File: src/include/abm_pkg.sv
// Package with constants and types for the backplane bus master interface.
package abm_pkg;

	// ----------------------------------------
	// Bus widths
	// ----------------------------------------
	localparam int ADDR_W = 22;
	localparam int DATA_W = 16;
	localparam int PAR_LO = 16;
	localparam int PAR_HI = 17;

	// ----------------------------------------
	// Address width selection codes
	// ----------------------------------------
	localparam logic [1:0] AW_16 = 2'h0;
	localparam logic [1:0] AW_18 = 2'h1;
	localparam logic [1:0] AW_22 = 2'h2;

	// ----------------------------------------
	// Timing
	// ----------------------------------------
	localparam int CLK_HZ = 10_000_000;
	localparam int TIMEOUT_NS = 12_800;
	localparam int TIMEOUT_CYC = (TIMEOUT_NS * (CLK_HZ / 1_000_000)) / 1000;
	localparam int ADDR_SETUP_NS = 150;
	localparam int ADDR_SETUP_CYC = (ADDR_SETUP_NS * (CLK_HZ / 1_000_000) + 999) / 1000;
	localparam int STROBE_DLY_NS = 100;
	localparam int STROBE_DLY_CYC = (STROBE_DLY_NS * (CLK_HZ / 1_000_000) + 999) / 1000;
	localparam int DESKEW_NS = 200;
	localparam int DESKEW_CYC = (DESKEW_NS * (CLK_HZ / 1_000_000) + 999) / 1000;
	localparam int IDLE_NS = 300;
	localparam int IDLE_CYC = (IDLE_NS * (CLK_HZ / 1_000_000) + 999) / 1000;
	localparam int CNT_W = 8;

	// ----------------------------------------
	// Trap vector
	// ----------------------------------------
	localparam logic [7:0] TRAP_VECTOR = 8'h04;

	// ----------------------------------------
	// Synchroniser
	// ----------------------------------------
	localparam int SYNC_N = 8;
	localparam logic [SYNC_N-1:0] SYNC_RST = 8'hFF;

	typedef enum logic [2:0] {
		ST_IDLE,
		ST_ADDR,
		ST_STROBE,
		ST_WAIT_REPLY,
		ST_DESKEW,
		ST_WAIT_NEG,
		ST_END
	} abm_state_t;

endpackage

File: src/rtl/abm_master.sv
// Processor-side bus master, arbiter and no-reply timer for the backplane bus.
`timescale 1ns/1ns
// Notes on behaviour
// - Twenty-two multiplexed lines, 4 MB addressing.
// - Address width 16, 18 or 22 bits.
// - Low address and data share 16 lines.
// - Lines 17:16 carry address, then parity.
// - Grant or acknowledge only for pending requests.
// - Exactly one bus master at a time.
// - Each master signal needs slave answer.
// - Abort cycle after 12.8 us without reply.
// - Timeout resumes processor, traps to 4.
// - Bus lines low active except power signals.
// - I/O-page select marks upper 8 KB page.
// - Write control in address phase means write.
module abm_master
	import abm_pkg::*;
(
	input wire logic i_core_clk,
	input wire logic i_sys_rst,
	input wire logic i_req,
	input wire logic i_req_write,
	input wire logic i_req_byte,
	input wire logic [1:0] i_addr_width,
	input wire logic [ADDR_W-1:0] i_req_addr,
	input wire logic [DATA_W-1:0] i_req_wdata,
	input wire logic i_req_parity_force,
	output logic o_req_busy,
	output logic o_done,
	output logic [DATA_W-1:0] o_rdata,
	output logic o_parity_err,
	output logic o_trap,
	output logic [7:0] o_trap_vector,
	input wire logic [ADDR_W-1:0] i_bus_addr_data_lines_n,
	output logic [ADDR_W-1:0] o_addr_data_drive_n,
	output logic o_addr_data_oe_n,
	output logic o_cycle_sync_strobe_n,
	output logic o_data_input_strobe_n,
	output logic o_data_output_strobe_n,
	output logic o_write_byte_control_n,
	output logic o_io_page_select_n,
	input wire logic i_slave_reply_n,
	input wire logic i_dma_request_n,
	input wire logic i_dma_select_ack_n,
	output logic o_dma_grant_chain_out_n,
	input wire logic i_interrupt_request_n,
	input wire logic i_int_ack_enable,
	output logic o_int_ack_chain_out_n,
	input wire logic i_power_ok,
	input wire logic i_dc_ok,
	output logic o_dma_owns_bus
);
	// ----------------------------------------
	// Input synchronisers
	// ----------------------------------------
	logic [SYNC_N-1:0] sync_in;
	logic [SYNC_N-1:0] sync_out;
	logic reply_s;
	logic dmr_s;
	logic sack_s;
	logic irq_s;
	logic pok_s;
	logic dcok_s;

	assign sync_in = {2'h3, ~i_power_ok, ~i_dc_ok, i_interrupt_request_n,
		i_dma_select_ack_n, i_dma_request_n, i_slave_reply_n};

	abm_sync #(.W(SYNC_N), .RST_VAL(SYNC_RST)) u_sync (
		.i_core_clk(i_core_clk),
		.i_sys_rst(i_sys_rst),
		.i_async(sync_in),
		.o_sync(sync_out)
	);

	assign reply_s = ~sync_out[0];
	assign dmr_s = ~sync_out[1];
	assign sack_s = ~sync_out[2];
	assign irq_s = ~sync_out[3];
	assign dcok_s = ~sync_out[4];
	assign pok_s = ~sync_out[5];

	logic run_rst;
	assign run_rst = i_sys_rst | ~dcok_s | ~pok_s;

	// ----------------------------------------
	// Cycle state machine
	// ----------------------------------------
	abm_state_t state_r, state_nxt;
	logic [CNT_W-1:0] cnt_r, cnt_nxt;
	logic wr_r, wr_nxt;
	logic byte_r, byte_nxt;
	logic dma_r, dma_nxt;
	logic [ADDR_W-1:0] dal_r, dal_nxt;
	logic oe_r, oe_nxt;
	logic sync_r, sync_nxt;
	logic din_r, din_nxt;
	logic dout_r, dout_nxt;
	logic wtbt_r, wtbt_nxt;
	logic bs7_r, bs7_nxt;
	logic done_r, done_nxt;
	logic trap_r, trap_nxt;
	logic perr_r, perr_nxt;
	logic [DATA_W-1:0] rdata_r, rdata_nxt;
	logic [DATA_W-1:0] wdata_r, wdata_nxt;
	logic pforce_r, pforce_nxt;
	logic iak_r, iak_nxt;
	logic [ADDR_W-1:0] addr_mask;
	logic io_page;

	always_comb begin
		case (i_addr_width)
			AW_16: addr_mask = 22'h00FFFF;
			AW_18: addr_mask = 22'h03FFFF;
			default: addr_mask = 22'h3FFFFF;
		endcase
	end

	// upper 8 KB of the active space
	assign io_page = ((i_req_addr | ~addr_mask) & 22'h3FE000) == 22'h3FE000;

	always_comb begin
		state_nxt = state_r;
		cnt_nxt = cnt_r;
		wr_nxt = wr_r;
		byte_nxt = byte_r;
		dma_nxt = dma_r;
		dal_nxt = dal_r;
		oe_nxt = oe_r;
		sync_nxt = sync_r;
		din_nxt = din_r;
		dout_nxt = dout_r;
		wtbt_nxt = wtbt_r;
		bs7_nxt = bs7_r;
		done_nxt = 1'b0;
		trap_nxt = 1'b0;
		perr_nxt = perr_r;
		rdata_nxt = rdata_r;
		wdata_nxt = wdata_r;
		pforce_nxt = pforce_r;
		iak_nxt = 1'b0;
		case (state_r)
			ST_IDLE: begin
				if (cnt_r != '0) begin
					cnt_nxt = cnt_r - 1'b1;
				end else if (dma_r) begin
					// DMA master holds bus until it releases both select and request
					if (!sack_s && !dmr_s) begin
						dma_nxt = 1'b0;
					end
				end else if (dmr_s) begin
					// grant only on a pending DMA request
					dma_nxt = 1'b1;
				end else if (irq_s && i_int_ack_enable) begin
					iak_nxt = 1'b1;
				end else if (i_req) begin
					// drive address, masked to the selected width, on shared lines
					dal_nxt = i_req_addr & addr_mask;
					oe_nxt = 1'b1;
					wr_nxt = i_req_write;
					byte_nxt = i_req_byte;
					// write control set in address phase
					wtbt_nxt = i_req_write;
					bs7_nxt = io_page;
					wdata_nxt = i_req_wdata;
					pforce_nxt = i_req_parity_force;
					cnt_nxt = CNT_W'(ADDR_SETUP_CYC - 1);
					state_nxt = ST_ADDR;
				end
			end
			ST_ADDR: begin
				if (cnt_r != '0) begin
					cnt_nxt = cnt_r - 1'b1;
				end else begin
					sync_nxt = 1'b1;
					bs7_nxt = 1'b0;
					cnt_nxt = CNT_W'(STROBE_DLY_CYC - 1);
					state_nxt = ST_STROBE;
				end
			end
			ST_STROBE: begin
				// data phase reuses the low lines
				if (wr_r) begin
					dal_nxt = {4'h0, 1'b0, pforce_r, wdata_r};
					wtbt_nxt = byte_r;
				end else begin
					oe_nxt = 1'b0;
					wtbt_nxt = 1'b0;
				end
				if (cnt_r != '0) begin
					cnt_nxt = cnt_r - 1'b1;
				end else begin
					din_nxt = ~wr_r;
					dout_nxt = wr_r;
					cnt_nxt = '0;
					state_nxt = ST_WAIT_REPLY;
				end
			end
			ST_WAIT_REPLY: begin
				if (reply_s) begin
					cnt_nxt = CNT_W'(DESKEW_CYC - 1);
					state_nxt = ST_DESKEW;
				end else if (cnt_r == CNT_W'(TIMEOUT_CYC - 1)) begin
					// resume and trap through vector 4
					trap_nxt = 1'b1;
					din_nxt = 1'b0;
					dout_nxt = 1'b0;
					sync_nxt = 1'b0;
					oe_nxt = 1'b0;
					wtbt_nxt = 1'b0;
					cnt_nxt = CNT_W'(IDLE_CYC);
					state_nxt = ST_IDLE;
				end else begin
					cnt_nxt = cnt_r + 1'b1;
				end
			end
			ST_DESKEW: begin
				if (cnt_r != '0) begin
					cnt_nxt = cnt_r - 1'b1;
				end else begin
					// data and parity sampled in data phase
					rdata_nxt = ~i_bus_addr_data_lines_n[DATA_W-1:0];
					perr_nxt = ~wr_r & ~i_bus_addr_data_lines_n[PAR_HI];
					din_nxt = 1'b0;
					dout_nxt = 1'b0;
					state_nxt = ST_WAIT_NEG;
				end
			end
			ST_WAIT_NEG: begin
				oe_nxt = 1'b0;
				wtbt_nxt = 1'b0;
				if (!reply_s) begin
					sync_nxt = 1'b0;
					done_nxt = 1'b1;
					cnt_nxt = CNT_W'(IDLE_CYC);
					state_nxt = ST_IDLE;
				end
			end
			default: begin
				state_nxt = ST_IDLE;
			end
		endcase
	end

	always_ff @(posedge i_core_clk) begin
		if (run_rst) begin
			state_r <= ST_IDLE;
			cnt_r <= '0;
			wr_r <= 1'b0;
			byte_r <= 1'b0;
			dma_r <= 1'b0;
			dal_r <= '0;
			oe_r <= 1'b0;
			sync_r <= 1'b0;
			din_r <= 1'b0;
			dout_r <= 1'b0;
			wtbt_r <= 1'b0;
			bs7_r <= 1'b0;
			done_r <= 1'b0;
			trap_r <= 1'b0;
			perr_r <= 1'b0;
			rdata_r <= '0;
			wdata_r <= '0;
			pforce_r <= 1'b0;
			iak_r <= 1'b0;
		end else begin
			state_r <= state_nxt;
			cnt_r <= cnt_nxt;
			wr_r <= wr_nxt;
			byte_r <= byte_nxt;
			dma_r <= dma_nxt;
			dal_r <= dal_nxt;
			oe_r <= oe_nxt;
			sync_r <= sync_nxt;
			din_r <= din_nxt;
			dout_r <= dout_nxt;
			wtbt_r <= wtbt_nxt;
			bs7_r <= bs7_nxt;
			done_r <= done_nxt;
			trap_r <= trap_nxt;
			perr_r <= perr_nxt;
			rdata_r <= rdata_nxt;
			wdata_r <= wdata_nxt;
			pforce_r <= pforce_nxt;
			iak_r <= iak_nxt;
		end
	end

	// ----------------------------------------
	// Outputs
	// ----------------------------------------
	// drive asserted levels low
	assign o_addr_data_drive_n = ~dal_r;
	assign o_addr_data_oe_n = ~oe_r;
	assign o_cycle_sync_strobe_n = ~sync_r;
	assign o_data_input_strobe_n = ~din_r;
	assign o_data_output_strobe_n = ~dout_r;
	assign o_write_byte_control_n = ~wtbt_r;
	assign o_io_page_select_n = ~bs7_r;
	assign o_dma_grant_chain_out_n = ~dma_r;
	assign o_int_ack_chain_out_n = ~iak_r;
	assign o_dma_owns_bus = dma_r;
	assign o_req_busy = (state_r != ST_IDLE) | dma_r;
	assign o_done = done_r;
	assign o_rdata = rdata_r;
	assign o_parity_err = perr_r;
	assign o_trap = trap_r;
	assign o_trap_vector = TRAP_VECTOR;
endmodule

File: src/rtl/abm_sync.sv
// Two-flop synchroniser for a group of asynchronous bus inputs.
`timescale 1ns/1ns
module abm_sync
	import abm_pkg::*;
#(
	parameter int W = 1,
	parameter logic [W-1:0] RST_VAL = '1
) (
	input wire logic i_core_clk,
	input wire logic i_sys_rst,
	input wire logic [W-1:0] i_async,
	output logic [W-1:0] o_sync
);
	logic [W-1:0] meta_r;
	logic [W-1:0] meta_nxt;
	logic [W-1:0] sync_r;
	logic [W-1:0] sync_nxt;

	always_comb begin
		meta_nxt = i_async;
		sync_nxt = meta_r;
	end

	always_ff @(posedge i_core_clk) begin
		if (i_sys_rst) begin
			meta_r <= RST_VAL;
			sync_r <= RST_VAL;
		end else begin
			meta_r <= meta_nxt;
			sync_r <= sync_nxt;
		end
	end

	assign o_sync = sync_r;
endmodule

File: config.mk
export PLATFORM = sky130hd
export DESIGN_NAME = abm_master
export DESIGN_NICKNAME = d
export VERILOG_FILES = /design/src/include/abm_pkg.sv /design/src/rtl/abm_master.sv /design/src/rtl/abm_sync.sv
export SDC_FILE = /design/constraint.sdc
export NUM_CORES = 1
export LEC_CHECK = 0
export BUFFER_PORTS_ARGS = -buffer_cell sky130_fd_sc_hd__buf_2
export CAP_MARGIN = 20
export CORE_MARGIN = 2
export CORE_UTILIZATION = 46
export CTS_CLUSTER_DIAMETER = 200
export DETAILED_ROUTE_END_ITERATION = 12
export PLACE_DENSITY = 0.76
export SYNTH_ARGS = -nofsm -noshare
export SYNTH_HDL_FRONTEND = slang
export SYNTH_HIERARCHICAL = 1
export SYNTH_SLANG_ARGS = --single-unit
File: constraint.sdc
create_clock -name i_core_clk -period 2.4 [get_ports i_core_clk]
set_input_delay 0.12 -clock i_core_clk [delete_from_list [all_inputs] [get_ports i_core_clk]]
set_output_delay 0.12 -clock i_core_clk [all_outputs]
set_load 0.005 [all_outputs]
* Word-level counts from Yosys, hierarchy flattened *
Index checks and enable logic that the tools add are counted.

word-level totals
  flip-flop bits (word level) = 91
  input bits = 75
  output and inout bits = 59
  logic and storage cells = 173

cells by class
  add/sub/neg operators = 2
  equal/unequal tests = 27
  multiplexer cells = 67
  bitwise operators = 29
  reductions and logical operators = 27

operators with widths
  kind                   number
  $mux W22               6
  $pmux W22 S2           2
  $mux W8                10
  $not A22 Y22           2
  $pmux W8 S5            1
  $mux W3                11
  $mux W1                30
  $and A22 B22 Y22       1
  $ne A2 B2 Y1 const B   11
  $or A22 B22 Y22        1
  $reduce_and A7 Y1      3
  $not A1 Y1             20
  $pmux W3 S6            1
  $not A16 Y16           1
  $ne A3 B3 Y1 const B   4
  $reduce_and A10 Y1     1
  $reduce_and A5 Y1      2
  $eq A9 B9 Y1 const B   1
  $pmux W1 S3            3
  $reduce_and A9 Y1      1
  $reduce_bool A3 Y1     3
  $add A8 B1 Y8 const B  1
  $eq A8 B7 Y1 const B   1
  $pmux W1 S4            2
  23 further kinds       33

* Depth between registers and ports, before layout *
  depth after elaboration = 11
  gate-level depth with buffers = 10
  depth with buffers taken out = 7

* Hierarchy *
Netlist, hierarchy kept.

by module, submodules not included
  module      instances  cells an instance  area an instance (µm²)  seq. area each (µm²)
  abm_master  1          491                3940.0                  1581.5
  abm_sync    1          33                 431.7                   320.3

* Least setup slack after synthesis *
No wires, ideal clock.

  kind = register to register
  from = reg cnt_r[0]
  to = reg dal_r[10]
  library setup time = 0.143 ns
  data arrival time = 2.424 ns
  data required time = 2.257 ns
  slack = -0.167 ns
  stages on the path, launching flop included = 10
  path buffers = 3
  clock period less this slack = 2.567 ns
  path through = dfxtp_1 > inv_1 > ha_1 > or3b_2 > clkbuf_1 > or4_4 > buf_6 > o21ai_4 > buf_4 > a211oi_2

on the way
  cells in the longest elaborated chain, start to end = 3

ends and longest elaborated chain
  item                                RTL line           RTL
  start: declaration                  abm_master.sv:89   logic [CNT_W-1:0] cnt_r, cnt_nxt;
  start signal: assignment            abm_master.sv:267  cnt_r <= cnt_nxt;
  $reduce_bool A8 Y1                  abm_master.sv:143  if (cnt_r != '0) begin
  $ne A2 B2 Y1 (no source line)       -
  $reduce_and A7 Y1 (no source line)  -
  end signal: assignment              abm_master.sv:271  dal_r <= dal_nxt;
  end: declaration                    abm_master.sv:93   logic [ADDR_W-1:0] dal_r, dal_nxt;

Every way passes these cells.
A chain may end at the register's enable or synchronous reset.

* Worst setup path after layout *
  from = reg cnt_r[1]
  to = reg dal_r[8]

The elaborated chain is that of the path after synthesis.

==> results.md <==
- Status: finished clean
- Switching share of power: about a quarter
- Largest net degree at the start of global routing: 37
- Multi-input logic area: between 2000 and 2500 µm²
- Tmin final: between 2 and 2.5 ns
- Share of layout cells above drive strength 1: between 20% and 30%
- RSZ-0062 raised after global routing: false
- Critical path class: reg2reg
- Period utilization: 96.8%
- Num Clock Sinks: 91
- Worst-Margin Slew: about 0.6 ns
- Final hold viol count: 0
- Worst reg-to-reg path cell count: 9
- Placer congestion estimate: between 0.8 and 0.9
- Die H: ~100 µm
- Hold path cells: 3
- Req. time, crit path: ~2.6 ns
- Die ar.: between 10,000 and 15,000 µm²
- Final Max Slew Viols: 0
- WP data arrival: ~2.6 ns
- Total core area: ~9000 µm²
- Final setup viols: 0
- CP Launch Point: cnt_r[1]
- Worst r2r dst: dal_r[8]
- Worst setup SP type: register
- Lkg Pwr: between 2 and 2.5 nW
- Gr busiest metal: met2
- Worst hold endpoint: u_sync/meta_r[4]
- Clk root buf: clkbuf_8
- Vias in the first global route: 4,051
- Row count: 35
- CTS Buf Count: 9
- Final Util: 62.6%
- Most frequent cells in the layout: buf_2, dfxtp_1, nand2_1
- Iteration-0 DRC Markers: ~280
- Number of fill cells in the layout: 775
- Placed instance count: ~740
- Reg-to-reg startpoint: cnt_r[1]
- Cell Area, Synth: ~4300 µm²
- Seq. cell area: approximately 1800 µm²
- Clock slew at reported path FFs: about 0.09 ns
- Hpwl dp: a little under 8000 µm
- Routing usage on met2: 36.7%
- Slew margin rel.: about three fifths
- Cell internal pwr: about 2.2 mW
- Initial antenna violation count: 0
- Synthesized netlist cell count: ~520
- Maxcap violations: 0
- Htree depth: 3
- Clock group share of total power: between 30% and 40%
- Syn. warnings: 6
- Switching pwr: just under 0.7 mW
- GR Util All Layers: 23.0%
- Pwr/cell area: 499 nW/µm²
- Overflow after GRT: 0
- Register share of total power: about 54%
- GRT met1 Usage: 29.9%
- DRC violations left: 0
- Syn avg cell area: around 8.3 µm²
- Vias per Instance: around 5.5
- Setup_tns: 0 ns
- DRT Pass-1 Iters: 4
- Skew-Pair Late Insertion Delay: approximately 0.35 ns
- Combinational Power Share: roughly a tenth
- Hold_sp: i_dc_ok
- Fin cells: roughly 790
- Fmax: ~430 MHz
- CP max FO: 9
- Horiz. Die Dim: approximately 100 µm
- Reg2reg setup slack: around 0.076 ns
- Antenna diode count: 0
- I/O Buffers: between 100 and 150
- CP max-delay cell: or4_4
- Crit path largest cell delay: approximately 0.55 ns
- Initial Util: 46.8%
- Worst setup EP type: register
- Drt wl/cell: between 15 and 20 µm
- Worst min path class: in2reg
- Crit path cell chain: inv_2 > ha_4 > or3b_4 > or4_4 > o21ai_4 > buf_12 > buf_4 > buf_6 > a211oi_2
- CTS tree: yes
- Most common cell after layout, fill and taps aside: buf_2
- Routed wire length: around 12,000 µm
- M3 GR Usage: 4.18%
- First-pass GRT wire length: around 19,000 µm
- Vias: 4,355
- VDD IR max: about 0.37 mV
- IO Count: 134
- Clk buf depth: 2
- Fin nets: 754
- Worst Skew: between 0.01 and 0.015 ns
- ANT nets after route: 0
- Area growth syn-to-layout: 33.7%
-- critical path, delay by kind of cell, from the launching register on --
| kind | cells | cell delay, ns |
|---|---|---|
| simple gates | 2 | 0.97 |
| buf+inv | 4 | 0.48 |
| flops | 1 | 0.38 |
| compound gates | 2 | 0.25 |
| fa+ha+maj | 1 | 0.12 |
-- through the flow --
step / setup slack (ns) / hold WS (ns) / instance area (µm²) / power, mW
2_1_floorplan: 0.00112 / 0.216 / 4330 / 1.68
3_3_place_gp: 0.107 / 0.299 / 5070 / 1.76
3_5_place_dp: 0.0444 / 0.303 / 5070 / 1.76
4_1_cts: 0.0212 / 0.00115 / 5530 / 2.81
5_1_grt: 0.0241 / 0.00620 / 5700 / 2.94
6_report: 0.0762 / 0.0157 / 5700 / 2.85
-- worst max path at each step --
stage                endpoint  slack (ns)  depth (start not counted)
global route        dal_r[17]        0.02                          7
finish               dal_r[8]        0.08                          9
floorplan           dal_r[10]       0.001                         10
CTS                  dal_r[4]        0.02                          8
detailed placement   dal_r[4]        0.04                          8
global placement     dal_r[5]        0.11                          8
-- what timing repair did --
item,4_1_cts,5_1_grt
setup buffers,0,6
endpoints found under the setup margin,0,19
hold buffers,27,1
resized for setup,0,2
hold endpoints to repair,27,1
-- power by group through the flow --
stage               Sequential (mW)  Combinational (mW)  Clock, mW
floorplan                      1.56               0.124          0
global placement               1.56               0.198          0
detailed placement             1.56               0.202          0
CTS                            1.52               0.237       1.05
global route                   1.52               0.306       1.11
finish                         1.52               0.282       1.04
-- flip-flops by register name, summed over array words and instances, names as in the netlist, 3 cells and up --
register,flops
state_r,3
u_sync/meta_r,6
u_sync/o_sync,6
cnt_r,8
dal_r,22
o_rdata,16
wdata_r,16
-- per-layer routing --
layer / share of wire (%) / wire length (µm)
met2: 48 / 5680
met1: 42 / 5070
met5: 0 / 0
met4: 2.8 / 338
met3: 7.3 / 873
-- area by class of cell --
cell class                      count  share of cell area (%)
Clock inverter                      6                    1.14
Timing Repair Buffer              187                    22.5
Clock buffer                       10                    2.24
Inverter                           40                    2.68
Multi-Input combinational cell    348                    36.9
Sequential cell                    91                    32.1
Tap cell                          111                    2.43
Note: power is estimated with default switching activity, not from simulation.
